==> config.mk <==
export PLATFORM = sky130hd
export DESIGN_NAME = lsas_steer
export DESIGN_NICKNAME = d
export VERILOG_FILES = /design/src/hdl/lsas_seg_decode.v /design/src/hdl/lsas_steer.v
export VERILOG_INCLUDE_DIRS = /design/src /design/src/hdl
export SDC_FILE = /design/constraint.sdc
export NUM_CORES = 1
export LEC_CHECK = 0
export ABC_AREA = 1
export BUFFER_PORTS_ARGS = -buffer_cell sky130_fd_sc_hd__buf_2
export CAP_MARGIN = 0
export CORE_MARGIN = 2
export CORE_UTILIZATION = 53
export DETAILED_ROUTE_END_ITERATION = 10
export GPL_ROUTABILITY_DRIVEN = 0
export PLACE_DENSITY = 0.89
export SLEW_MARGIN = 20
export SYNTH_ARGS = -nofsm -noshare
export SYNTH_HDL_FRONTEND = slang
export SYNTH_SLANG_ARGS = --single-unit
==> constraint.sdc <==
create_clock -name clk -period 5.3 [get_ports clk]
set_input_delay 1.06 -clock clk [delete_from_list [all_inputs] [get_ports clk]]
set_output_delay 1.06 -clock clk [all_outputs]
set_load 0.02 [all_outputs]
==> src/hdl/lsas_map.vh <==
// Offsets, field positions, masks and reset values of the legacy segment steering block
`ifndef LSAS_MAP_VH
`define LSAS_MAP_VH

// Attribute register offsets on the configuration port
`define LSAS_OFS_ATTR0 8'h90
`define LSAS_OFS_ATTR1 8'h91
`define LSAS_OFS_ATTR2 8'h92
`define LSAS_OFS_ATTR3 8'h93
`define LSAS_OFS_ATTR4 8'h94
`define LSAS_OFS_ATTR5 8'h95
`define LSAS_OFS_ATTR6 8'h96
`define LSAS_NUM_ATTR 7

// Reset value of every attribute register
`define LSAS_ATTR_RESET 8'h00

// Writable bit masks; all other bits are reserved
`define LSAS_MASK_TOP 8'h30
`define LSAS_MASK_PAIR 8'h33

// Field positions inside an attribute register
`define LSAS_UPPER_LSB 4
`define LSAS_LOWER_LSB 0
`define LSAS_READ_BIT 0
`define LSAS_WRITE_BIT 1

// Legacy window: address bits 19:18 = 2'b11 covers 0c0000-0fffff
`define LSAS_ADDR_W 32
`define LSAS_WIN_TAG 2'h3
`define LSAS_SEG_MSB 17
`define LSAS_SEG_LSB 14
`define LSAS_TOP_SEG_FIRST 4'hc

`endif

==> src/hdl/lsas_seg_decode.v <==
// Address to segment decoder returning the two steering bits for one cycle
`timescale 1ns/1ps
`include "lsas_map.vh"

module lsas_seg_decode (
    input wire [`LSAS_ADDR_W-1:0] addr, // Cycle address
    input wire [55:0] attr_flat, // Seven attribute registers, register 0 lowest
    output reg in_window, // Address is in 0c0000-0fffff
    output reg read_steer_bit, // Reads of this segment go to DRAM
    output reg write_steer_bit // Writes of this segment go to DRAM
);

    function [1:0] pick_field;
        input [55:0] regs;
        input [3:0] seg;
        reg [2:0] idx;
        reg [7:0] r;
        begin
            idx = 3'h0;
            r = 8'h00;
            if (seg >= `LSAS_TOP_SEG_FIRST) begin
                // The top 64 KB is one segment in the upper field of register 0
                r = regs[7:0];
                pick_field = r[`LSAS_UPPER_LSB+1:`LSAS_UPPER_LSB];
            end else begin
                idx = 3'h1 + {1'b0, seg[2:1]} + {seg[3], 2'h0};
                r = regs[idx*8 +: 8];
                if (seg[0])
                    pick_field = r[`LSAS_UPPER_LSB+1:`LSAS_UPPER_LSB];
                else
                    pick_field = r[`LSAS_LOWER_LSB+1:`LSAS_LOWER_LSB];
            end
        end
    endfunction

    reg [1:0] field;

    always @* begin
        in_window = (addr[`LSAS_ADDR_W-1:20] == 12'h000) && (addr[19:18] == `LSAS_WIN_TAG);
        field = pick_field(attr_flat, addr[`LSAS_SEG_MSB:`LSAS_SEG_LSB]);
        read_steer_bit = in_window & field[`LSAS_READ_BIT];
        write_steer_bit = in_window & field[`LSAS_WRITE_BIT];
    end

endmodule // lsas_seg_decode

==> src/hdl/lsas_steer.v <==
// Legacy segment attribute registers and read/write steering for host and downstream cycles
// Operation
// - Steer thirteen segments from 768 KB to 1 MB
// - Seven byte registers, two-bit field per region
// - Attributes apply to host and downstream cycles
// - Read bit set sends reads to DRAM
// - Write bit set sends writes to DRAM
// - Top register bits 5:4 steer 0f0000-0fffff
// - Registers reset to zero, everything to link
// - Downstream access to disabled segment is illegal
// - Next register bits 1:0 steer 0c0000-0c3fff
`timescale 1ns/1ps
`include "lsas_map.vh"

module lsas_steer (
    input wire clk, // Core clock, 25 MHz
    input wire rst, // Synchronous reset, active high
    input wire ce, // Clock enable; low freezes all state
    input wire [7:0] cfg_addr, // Configuration byte offset
    input wire cfg_wr, // Configuration write strobe
    input wire cfg_rd, // Configuration read strobe
    input wire [7:0] cfg_wdata, // Configuration write data
    output wire [7:0] cfg_rdata, // Read data, valid the cycle after cfg_rd
    output wire cfg_rvalid, // Read data valid pulse
    input wire host_valid, // Host cycle presented
    input wire [`LSAS_ADDR_W-1:0] host_addr, // Host cycle address
    input wire host_write, // Host cycle is a write
    output wire host_to_dram, // Host cycle claimed for main memory
    output wire host_to_link, // Host legacy cycle forwarded to the south link
    input wire dn_valid, // Downstream cycle presented
    input wire [`LSAS_ADDR_W-1:0] dn_addr, // Downstream cycle address
    input wire dn_write, // Downstream cycle is a write
    output wire dn_to_dram, // Downstream cycle claimed for main memory
    output wire dn_to_link, // Downstream legacy cycle sent back to the link
    output wire dn_illegal // Downstream cycle hit a segment not fully enabled
);

    reg [7:0] attr_q [0:`LSAS_NUM_ATTR-1];
    reg [7:0] attr_d [0:`LSAS_NUM_ATTR-1];
    reg [7:0] rdata_q;
    reg [7:0] rdata_d;
    reg rvalid_q;
    reg rvalid_d;
    reg [2:0] wr_idx;
    reg wr_hit;
    reg wr_take;
    reg [7:0] wr_val;
    reg [2:0] rd_idx;
    reg rd_hit;
    reg rd_take;
    reg host_dram_c;
    reg host_link_c;
    reg dn_dram_c;
    reg dn_link_c;
    reg dn_bad_c;
    reg [55:0] attr_flat;
    wire host_win;
    wire host_re;
    wire host_we;
    wire host_claim;
    wire dn_win;
    wire dn_re;
    wire dn_we;
    wire dn_claim;
    integer i;
    integer k;
    integer j;

    // Offset to register index; also reports whether the offset is mapped
    function [3:0] offset_index;
        input [7:0] ofs;
        begin
            case (ofs)
                `LSAS_OFS_ATTR0: offset_index = 4'h8;
                `LSAS_OFS_ATTR1: offset_index = 4'h9;
                `LSAS_OFS_ATTR2: offset_index = 4'ha;
                `LSAS_OFS_ATTR3: offset_index = 4'hb;
                `LSAS_OFS_ATTR4: offset_index = 4'hc;
                `LSAS_OFS_ATTR5: offset_index = 4'hd;
                `LSAS_OFS_ATTR6: offset_index = 4'he;
                default: offset_index = 4'h0;
            endcase
        end
    endfunction

    // Register 0 has only the upper field; the others carry two
    function [7:0] write_mask;
        input [2:0] idx;
        begin
            if (idx == 3'h0)
                write_mask = `LSAS_MASK_TOP;
            else
                write_mask = `LSAS_MASK_PAIR;
        end
    endfunction

    // Picks the steering bit that matches the cycle direction
    function steer_pick;
        input is_write;
        input re_bit;
        input we_bit;
        begin
            if (is_write)
                steer_pick = we_bit;
            else
                steer_pick = re_bit;
        end
    endfunction

    always @* begin
        {wr_hit, wr_idx} = offset_index(cfg_addr);
        {rd_hit, rd_idx} = offset_index(cfg_addr);
        wr_take = cfg_wr & wr_hit;
        rd_take = cfg_rd;
        wr_val = cfg_wdata & write_mask(wr_idx);
    end

    // Only the addressed register moves; unmapped offsets change nothing
    always @* begin
        for (k = 0; k < `LSAS_NUM_ATTR; k = k + 1) begin
            attr_d[k] = attr_q[k];
        end
        if (wr_take)
            attr_d[wr_idx] = wr_val;
    end

    // Read data holds between reads so a late sampler still sees it
    always @* begin
        rdata_d = rdata_q;
        rvalid_d = rd_take;
        if (rd_take) begin
            if (rd_hit)
                rdata_d = attr_q[rd_idx] & write_mask(rd_idx);
            else
                rdata_d = 8'h00;
        end
    end

    // Reset obeys the clock enable too, so a frozen block stays frozen
    always @(posedge clk) begin
        if (ce) begin
            if (rst) begin
                for (i = 0; i < `LSAS_NUM_ATTR; i = i + 1)
                    attr_q[i] <= `LSAS_ATTR_RESET;
                rdata_q <= 8'h00;
                rvalid_q <= 1'b0;
            end else begin
                for (i = 0; i < `LSAS_NUM_ATTR; i = i + 1)
                    attr_q[i] <= attr_d[i];
                rdata_q <= rdata_d;
                rvalid_q <= rvalid_d;
            end
        end
    end

    assign cfg_rdata = rdata_q;
    assign cfg_rvalid = rvalid_q;

    // Flattened view for the two decoders, register 0 in the low byte
    always @* begin
        for (j = 0; j < `LSAS_NUM_ATTR; j = j + 1) begin
            attr_flat[j*8 +: 8] = attr_q[j];
        end
    end

    lsas_seg_decode u_host_dec (
        .addr(host_addr),
        .attr_flat(attr_flat),
        .in_window(host_win),
        .read_steer_bit(host_re),
        .write_steer_bit(host_we)
    );

    lsas_seg_decode u_dn_dec (
        .addr(dn_addr),
        .attr_flat(attr_flat),
        .in_window(dn_win),
        .read_steer_bit(dn_re),
        .write_steer_bit(dn_we)
    );

    // Combinational so the claim is known in the cycle the address shows up
    assign host_claim = steer_pick(host_write, host_re, host_we);
    assign dn_claim = steer_pick(dn_write, dn_re, dn_we);

    // Cycles outside the legacy window are not ours to steer
    always @* begin
        host_dram_c = 1'b0;
        host_link_c = 1'b0;
        if (host_valid && host_win) begin
            if (host_claim)
                host_dram_c = 1'b1;
            else
                host_link_c = 1'b1;
        end
    end

    // Such a cycle may stall the real bridge; here it is only flagged
    always @* begin
        dn_dram_c = 1'b0;
        dn_link_c = 1'b0;
        dn_bad_c = 1'b0;
        if (dn_valid && dn_win) begin
            if (dn_claim)
                dn_dram_c = 1'b1;
            else
                dn_link_c = 1'b1;
            dn_bad_c = ~(dn_re & dn_we);
        end
    end

    assign host_to_dram = host_dram_c;
    assign host_to_link = host_link_c;
    assign dn_to_dram = dn_dram_c;
    assign dn_to_link = dn_link_c;
    assign dn_illegal = dn_bad_c;

endmodule // lsas_steer

### Yosys cells after proc, flatten, opt, wreduce, memory -nomap -nowiden

Memories as Yosys holds them, arrays and structs flattened.
Cells that the tools add are included.

* register bits: 9
* bits in writable memories: 56
* output and inout bits: 14
* logic and storage cells: 87
* memories kept: 1

Memory list
* attr_q: depth 7, width 8, read ports 8, clocked after memory_dff 0, wr ports 7, RTL line lsas_steer.v:38 `` reg [7:0] attr_q [0:`LSAS_NUM_ATTR-1]; ``

* add/subtract/negate cells: 4
* order comparisons: 4
* eq/ne operators: 9
* shift-type cells: 2
* mux-type cells: 38
* bitwise logic cells: 17
* reduce and logical (&&, ||, !) cells: 10

Operator list (count)
* 56-bit by 7-bit indexed part select with 6-bit output: 2
* 8-bit 2-to-1 mux: 12
* 56-bit bitwise mux: 1
* 8-bit equality test (second input constant): 7
* 56-bit 2-to-1 mux: 1
* 4-bit case mux with 7 select lines: 1
* 8-bit demux with 3-bit select: 1
* 12-bit zero test: 2
* 1-bit 2-to-1 mux: 17
* 8-bit AND: 2
* 4-bit greater-or-equal comparator (second input constant): 3
* 2-bit 2-to-1 mux: 5
* 1-bit bitwise OR: 7
* 1-bit by 2-bit adder with 3-bit output (first input constant): 2
* 3-bit adder: 2
* 1-bit AND: 6
* 1-bit logical AND: 5
* 2-bit equality test (second input constant): 2
* 4-bit by 1-bit < comparator with 1-bit output (second input constant): 1
* 3-bit inverter with 4-bit output: 1
* 3-bit zero test: 1
* 2-bit AND reduction: 1
* 2-bit nonzero test: 1
* 1-bit inverter: 1

### Logic depth before layout (Yosys ltp)

Gate-level depths: netlist of run 1.

* word-level depth: 10
* mapped depth: 11
* gate-level depth less buffers: 11

### Cells and area by module

Synthesis of run 1 repeated with hierarchy kept, for this count alone.

* cell total of the unflattened synthesis: 550
* area, all modules: 4025.1 sq um

By module, submodules not included
* lsas_steer: instances 1, cells each 330, area an instance 3086.7 sq um
* lsas_seg_decode: instances 2, cells each 110, area an instance 469.2 sq um

### Worst setup path before layout of run 1

No wires, ideal clock.

* path kind: input to output
* from: input host_addr[15]
* to: output host_to_dram
* arrival: 2347 ps
* data required time: 4240 ps
* path slack: 1893 ps
* stages on the path: 10
* path through: ha_1 -> buf_2 -> inv_1 -> a21oi_1 -> o21ai_0 -> nand3_1 -> nand3_1 -> nand3_1 -> nand2_1 -> a21oi_1

* cells in the longest elaborated chain, start to end: 9
* elaborated cells on any way between the ends: 11
* classes of those cells: add/sub: 2; order compare: 1; shift: 1; mux: 5; bitwise: 2

RTL lines
* start, declared: RTL line lsas_steer.v:26 `` input wire [`LSAS_ADDR_W-1:0] host_addr, ``
* 1-bit by 2-bit adder with 3-bit output: RTL line lsas_seg_decode.v:26 `idx = 3'h1 + {1'b0, seg[2:1]} + {seg[3], 2'h0};`
* 3-bit adder: RTL line lsas_seg_decode.v:26
* 56-bit by 7-bit indexed part select with 6-bit output: RTL line lsas_seg_decode.v:27 `r = regs[idx*8 +: 8];`
* 2-bit 2-to-1 mux: RTL line lsas_seg_decode.v:28 `if (seg[0])`
* 2-bit 2-to-1 mux (*): RTL line lsas_seg_decode.v:21 `` if (seg >= `LSAS_TOP_SEG_FIRST) begin ``
* 1-bit AND, on equally long branches: RTL line lsas_seg_decode.v:41, lsas_seg_decode.v:42
* 1-bit 2-to-1 mux (*): RTL line lsas_steer.v:103 `if (is_write)`
* 1-bit 2-to-1 mux (*): RTL line lsas_steer.v:191 `if (host_claim)`
* 1-bit 2-to-1 mux (*): RTL line lsas_steer.v:190 `if (host_valid && host_win) begin`
* end, declared: RTL line lsas_steer.v:28 `output wire host_to_dram,`

Every way passes the cells marked *; elsewhere a longest branch is shown, timed or not.

### Worst setup path after layout of run 1

Same ends and word-level chain as after synthesis.

==> results of run 1 <==
[worst max-delay path by stage]
stage | start | to | slack, ns | cells after the start
after floorplan | host_addr[15] | host_to_dram | 1.89 | 10
after global placement | host_addr[15] | host_to_dram | 1.54 | 11
after detailed placement | host_addr[15] | host_to_dram | 1.46 | 11
after CTS | host_addr[15] | host_to_dram | 1.45 | 11
after global routing | host_addr[15] | host_to_dram | 1.31 | 11
final | host_addr[15] | host_to_dram | 1.45 | 11
[layout by cell type (no fill, tap or decap), drive strengths merged]
| master | n |
|---|---|
| clkbuf | 6 |
| a31oi | 3 |
| nor4 | 3 |
| conb | 4 |
| a21oi | 35 |
| o21ai | 35 |
| inv | 56 |
| nand3 | 49 |
| o211ai | 6 |
| and3 | 1 |
| nor3 | 5 |
| o22ai | 6 |
| clkinv | 1 |
| edfxtp | 33 |
| or2 | 2 |
| nand4 | 4 |
| nor2 | 32 |
| o21a | 1 |
| bufinv | 1 |
| nand2 | 87 |
| buf | 66 |
| xnor2 | 2 |
| ha | 2 |
[power groups by stage]
stage               Clock, mW  Sequential [mW]  Combinational [mW]
finish                  0.235            0.308               0.133
global route            0.242            0.309               0.150
CTS                     0.235            0.308               0.131
detailed placement          0            0.313               0.131
global placement            0            0.313               0.126
floorplan                   0            0.312              0.0847
[worst register-to-register path, cell delays in order, from the launching register on]
cell	delay, ns
edfxtp_1	0.36
inv_1	0.24
nor2_1	0.11
nor2_1	0.15
nand3_1	0.12
nand2_1	0.08
inv_1	0.03
[layer usage]
layer | vias up | track usage, %
li1 | 1389 | -
met1 | 1280 | 32.4
met2 | 184 | 46.5
met3 | 22 | 4.42
met4 | 0 | 10.5
met5 | - | 0
[flip-flops by register name, summed over array words and instances (netlist names)]
name,cells
attr_q,28
cfg_rdata,4
cfg_rvalid,1
[logic make-up (layout without fill, tap and decap cells)]
logic type,count (synthesis),in the layout,share of synthesized area [%]
and+or+nand+nor,183,183,32.4
AOI/OAI and AO/OA,86,86,17.4
buffers and inverters,69,130,11.2
DFF,33,33,37.3
adders and majority gates,2,2,0.941
xor gates and xnor gates,2,2,0.659
other,1,4,0.141
[cell type report]
cell class	count	area [um^2]	share of cell area (%)
inverter	56	210	6.77
multi-input combinational	277	1380	44.6
clock buffer	6	72.6	2.34
clock inverter	2	33.8	1.09
sequential	33	991	31.9
timing repair buffer	66	330	10.6
tap	67	83.8	2.70
[metrics by stage]
stage | std cells | setup WS (ns)
global placement | 499 | 1.54
finish | 507 | 1.45
detailed placement | 499 | 1.46
CTS | 507 | 1.45
floorplan | 379 | 1.89
global route | 507 | 1.31
[synthesized netlist by cell type, types with 3 or more instances]
cell and number:
a21oi_1 35, o22ai_1 6, o21ai_0 33, nand2_4 4, nand2_2 3, inv_1 55, nand2_1 80, o211ai_1 6
a31oi_1 3, buf_4 4, nor2_1 31, buf_2 6, nor4_1 3, nand3_1 48, edfxtp_1 33, nand4_1 3
==> results.md, run 1 <==
- The register bit count reported by yosys is 33.
- At the worst endpoint, the arrival time is 2.79 ns.
- The launch point of the worst hold path is attr_q[0][0].
- The power per cell area is 218 mW/mm^2.
- The cell with the biggest individual delay on the critical path is ha_1.
- In this run the critical register-to-register path is launched from attr_q[0][4].
- Counting along the longest clock path gives a buffer depth of 2.
- Buffers placed on the I/O ports in this run total 66.
- Setup violations remaining at the end of the flow were counted as 0.
- The signal on the critical path passes through buf_2, ha_1, inv_1, a21oi_1, o21ai_0, nand3_1, nand3_1, nand3_1, nand2_1, a21oi_1, buf_2.
- Of the total power, the share spent switching nets is 28.0%.
- The sequential-to-total area share from yosys stat is 37.3%.
- The startpoint type of the worst setup path is an input port.
- The core box area is 0.00479 mm^2.
- The I/O pin count is between 100 and 150.
- The TritonCTS clock tree is done.
- The count of flip-flops with a built-in enable after synthesis is 33.
- The horizontal die dimension is 74.8 um.
- The hold violation total from the final report is 0.
- The fraction of layout cells with a size suffix above 1 is 20.5%.
- Clock-pin slew was measured on the worst setup and hold paths at 0.07 ns.
- The standard cell area after detailed placement is 0.00300 mm^2.
- The hold buffer count at cts is 0.
- The worst setup path is captured at an output port.
- The number of antenna violations at the first check in global routing is 0.
- The count of different cell masters after synthesis is 33.
- The clock network fraction of total power is between 30% and 40%.
- The power consumption is around 680 uW.
- Summed over all instances, the cell type with the most area after synthesis is edfxtp_1.
- The number of gates resized after CTS was 0.
- For the worst flop-to-flop path, the logic depth is 6.
- The predominant post-synthesis flop cell is edfxtp_1.
- Internal power comes to 487 uW.
- The largest single stage delay on the critical path is 0.46 ns.
- The switching power total is 189 uW.
- Setup repair after global routing left no endpoint under its margin.
- The highest signal layer in the routed design is met4.
- The tree is rooted in a clkbuf_8.
- At the pin with the least slew margin, the transition time is 1.05 ns.
- The routed design uses 3470 um of met2 wire.
- The final net count is 530.
- IR analysis of the VDD net gives a maximum drop of between 0.15 and 0.2 mV.
- On the final layout, the worst clock skew is 0.00761 ns.
- The total buffers and inverters traversed by the critical path is 3.
- The minimum setup slack among reg-to-reg paths is approximately 4.0 ns.
- The routed wire length is 7320 um.
- The leakage dissipation is 1.55 nW.
- The number of maximum-capacitance constraint violations is 0.
- In the synthesized netlist the async set-or-reset flop fraction comes to 0%.
- The number of cells traversed by the worst hold path is 2.
- The clock period could shrink to just under 4 ns.
- The average instance in the mapped netlist occupies 7.07 um^2.
- At the later pin of the worst-skew pair, clock insertion delay measures 0.29 ns.
- The maximum number of pins on one net before global-route repair is 25.
- In the final routed layout, each cell accounts on average for 14.4 um.
- The initial standard-cell utilization of the core is 55.5%.
- The proportion of netlist area held by the largest area contributor is 37.3%.
- The number of antenna diodes in the final layout is 0.
- Detailed routing inserted a total of around 2900 vias.
- The peak fanout along the critical path is 19.
- The number of iterations in the first detailed-routing pass is 5.
- Static timing analysis puts the maximum clock frequency at 0.260 GHz.
- In the final timing run, aggregate negative setup slack is 0 ns.
- Yosys printed 0 warnings.
- The number of pins exceeding their max-slew limit in the final report is 0.
- For this run, the total global-route usage over all layers was measured as 26.5%.
- Buffers inserted during clock tree synthesis total 5.
- The capture endpoint of the worst hold path is attr_q[0][0].
- Hold is met by 0.578 ns.
- The number of global-route vias before repair is 2569.
- The run finished with clean final reports.
- The deepest level of the CTS H-tree is 2.
- With fillers left out, the area of the finished cells amounts to around 0.0031 mm^2.
- Of the total power, combinational logic draws roughly 20%.
- In this design, the largest share of critical-path delay is due to buffers and inverters.
- For this run, the share of the core covered by cells in the final layout is 64.9%.
- Yosys attributes the largest share of cell area to edfxtp_1 (37%), nand2_1 (11%), nand3_1 (9.0%).
- The netlist area before placement is approximately 0.0027 mm^2.
- The worst setup path is of the input port to output port kind.
- The met1 wire length is 2890 um.
- The HPWL after detailed placement is 5560 um.
- The floorplan has 25 rows.
- The number of fill cells is 431.
- The area of the die is between 0.005 and 0.006 mm^2.
- The most repeated library cell on the critical path is nand3_1.
- The number of DRC violations after detailed-routing iteration 0 is 305.
- The wire length of the first global-routing pass is ~11000 um.
- The cell count after synthesis is 376.
- In this run the tightest slew margin relative to its limit is 30.0%.
- The number of setup buffers added after CTS is 0.
- The worst path required time is 4.24 ns.
- The capture instance of the worst register-to-register path is cfg_rdata[4].
- The type of the worst min-delay path is flip-flop to flip-flop.
- For this run, design rule violations remaining after detail routing come to 0.
- Sequential cells account for 45.6% of the total power.
- The ratio of routed vias to standard cells is 5.67.
- The remaining antenna violation count after routing is 0.
- After layout, the worst path uses 72.7% of the clock period.
- Clock tree synthesis found a total of 33 sinks.
- The area growth from synthesis to layout is 16.9%.
- The die is roughly 75 um tall.
- Wire segments on met3 add up to 774 um in the final route.
- The total congestion overflow after global routing is 0.
No activity file was read; power rests on OpenSTA's default activity.
==> inputs of run 2 (changes only) <==
- CORE_UTILIZATION: 53 -> 50
- PLACE_DENSITY: 0.89 -> 0.85
- clock period: 5.3 -> 3.9 ns (I/O delays scaled with it)
==> run 2 against run 1 <==
Combinational power increased by 39%; cell area grew 0.52%; register-to-register slack got worse by 1.4 ns; critical endpoint unchanged; highest routed layer unchanged.
==> results.md, run 2 (same netlist as run 1, synthesis figures left out) <==
- Global routing used 41.8% of the available met2 tracks.
- STA puts the critical path data arrival time at roughly 2.6 ns.
- For the finished layout, the period the worst path requires is around 3.4 ns.
- The number of global-route vias before repair was roughly 2600.
- The CTS sink count is 33.
- For this design the static power due to leakage is around 1.6 nW.
- The number of cells traversed by the worst hold path is 2.
- The number of buffers between clock root and the deepest sink is 2.
- The met3 demand-to-capacity share in global routing is 5.18%.
- The register with the most flip-flops in the layout has 28 of them.
- The number of setup buffers added after CTS is 0.
- Across the VDD grid, the largest voltage drop is 0.222 mV.
- Hold repair after CTS inserted 0 buffers.
- Adding up every negative setup slack in the final design gives 0 ns.
- In the finished design, the share of the clock period the worst path needs comes to 87.0%.
- The number of CTS-inserted buffers is 5.
- The count of unresolved DRC violations after routing is 0.
- The fraction of layout cells with a size suffix above 1 is 20.6%.
- The startpoint type of the worst setup path is an input port.
- The final worst setup slack is 0.505 ns.
- The detailed router placed 2875 vias in this run.
- The number of iterations in the first detailed-routing pass is 5.
- For this run the aggregate overflow at the end of global routing stands at 0.
- The core box area is 0.00511 mm^2.
- For this run, the post-layout net count is 532.
- The worst path required time is ~3.1 ns.
- In the layout the commonest cells are nand2_1 (80), buf_2 (66), inv_1 (55).
- Global routing used 25.4% of the available tracks.
- The worst setup path is of the input port to output port kind.
- The sort of element at the end of the critical path is an output port.
- Gates resized during post-CTS repair numbered 0.
- The capture instance of the worst register-to-register path is cfg_rdata[5].
- The flow ran to the end, and the final reports show no timing, DRC or antenna violations.
- Along the worst path, the maximum fanout reaches 19.
- The wire length of the first global-routing pass is ~12000 um.
- Leaving out fill and tap cells, the most frequent cell in the layout is nand2_1.
- The worst pin sits at a relative slew slack of 58.3%.
- Counting the fill cells in the layout gives 459.
- The number of I/O port buffers is 66.
- Across all register-to-register paths, the minimum setup slack is 2.63 ns.
- The clock tree root buffer cell is clkbuf_8.
- The detail route stage leaves a number of antenna-violating nets equal to 0.
- Based on the critical path, the design can be clocked at up to around 0.3 GHz.
- Clock-pin slew was measured on the worst setup and hold paths at 0.07 ns.
- After detailed routing, the number of vias per cell comes to approximately 5.6.
- The TritonCTS clock tree is done.
- Setup violations remaining at the end of the flow were counted as 0.
- The horizontal die dimension is 76.9 um.
- The floorplan has 26 rows.
- The number of maximum-capacitance constraint violations is 0.
- The number of pins exceeding their max-slew limit in the final report is 0.
- The number of DRC violations after detailed-routing iteration 0 is 335.
- The deepest level of the CTS H-tree is 2.
- The area growth from synthesis to layout is 17.5%.
- Setup repair after global routing left no endpoint under its margin.
- The most critical setup path has its startpoint at host_addr[15].
- The met1 global-route usage is 31.8%.
- The height of the chip is 76.9 um.
- The global routing stage identified its most utilized layer as met2.
- At the placement stage, the worst setup path has a slack of around 0.60 ns.
- The count of cells along the worst register-to-register path is 6.
- Entering global routing, the biggest net connects 25 pins.
- Dividing the detail-routed wire length by the instance count gives ~15 um.
- Once detailed placement completed, the half-perimeter wirelength came to 5580 um.
- 0 antenna diodes ended up in the layout.
- The clock latency at the later pin of the worst-skew pair is 0.29 ns.
- The transition time at the pin with the least slew margin is 0.623 ns.
- The I/O pin count is 103.
- The number of antenna violations at the first check in global routing is 0.
- The initial utilization of the core area, before any placement, comes to 52.0%.
- The routed wire length is 7470 um.
- Counting flops per register, the top entry is attr_q.
- The launch point of the worst hold path is attr_q[0][0].
- The type of the worst min-delay path is flip-flop to flip-flop.
- The die covers 0.00591 mm^2.
- The power per cell area is 295 mW/mm^2.
- The capture endpoint of the worst hold path is attr_q[0][0].
- The launching point of the worst reg2reg path is attr_q[6][5].
- The hold violation total from the final report came to 0.
- Across the routed clock network, the largest skew measured is 0.00237 ns.
-- run 2: cell types whose count changed in the layout (fill, tap and decap cells not counted) --
cell    change
buf_4       +2
nor2_1      +1
nor2_2      -1
-- run 2: metal layers --
| metal | routed length (um) | up-vias | part of all wire [%] |
|---|---|---|---|
| met4 | 271 | 0 | 3.6 |
| met2 | 3470 | 206 | 46 |
| li1 | - | 1394 | - |
| met5 | 0 | - | 0 |
| met3 | 872 | 31 | 12 |
| met1 | 2860 | 1244 | 38 |
-- run 2: worst max path at each step --
| stage | slack [ns] | to | depth (start not counted) |
|---|---|---|---|
| floorplan | 1.05 | host_to_dram | 10 |
| global placement | 0.64 | host_to_dram | 11 |
| detailed placement | 0.60 | host_to_dram | 11 |
| CTS | 0.59 | host_to_dram | 11 |
| global route | 0.36 | host_to_dram | 11 |
| finish | 0.51 | host_to_dram | 11 |
-- run 2: final cells by class --
type / instances / area, um^2 / area share, %
multi-input combinational: 277 / 1380 / 44.2
sequential: 33 / 991 / 31.7
timing repair buffer: 68 / 345 / 11.1
inverter: 56 / 210 / 6.73
tap: 70 / 87.6 / 2.81
clock buffer: 6 / 72.6 / 2.32
clock inverter: 2 / 33.8 / 1.08
-- run 2: power breakdown --
group          leakage [nW]  total (mW)  switching (mW)  internal, mW
registers             0.320       0.418          0.0109         0.408
clock network        0.0528       0.317           0.128         0.189
logic                  1.19       0.185           0.118        0.0668
total                  1.56       0.920           0.257         0.663
-- run 2: per-stage QoR --
stage | hold slack, ns | util, % | cell area, um^2 | std cells | power [mW]
after detailed placement | 0.566 | 59.0 | 3020 | 504 | 0.606
after global placement | 0.564 | 59.0 | 3020 | 504 | 0.599
after floorplan | 0.534 | - | 2670 | 379 | 0.540
after global routing | 0.630 | 61.1 | 3120 | 512 | 0.956
after CTS | 0.582 | 61.1 | 3120 | 512 | 0.915
final | 0.582 | 61.1 | 3120 | 512 | 0.920
-- run 2: critical path, cell delays in order --
cell     delay [ns]
buf_2          0.20
ha_1           0.48
inv_1          0.18
a21oi_1        0.18
o21ai_0        0.17
nand3_1        0.10
nand3_1        0.07
nand3_1        0.08
nand2_1        0.07
a21oi_1        0.12
buf_2          0.18
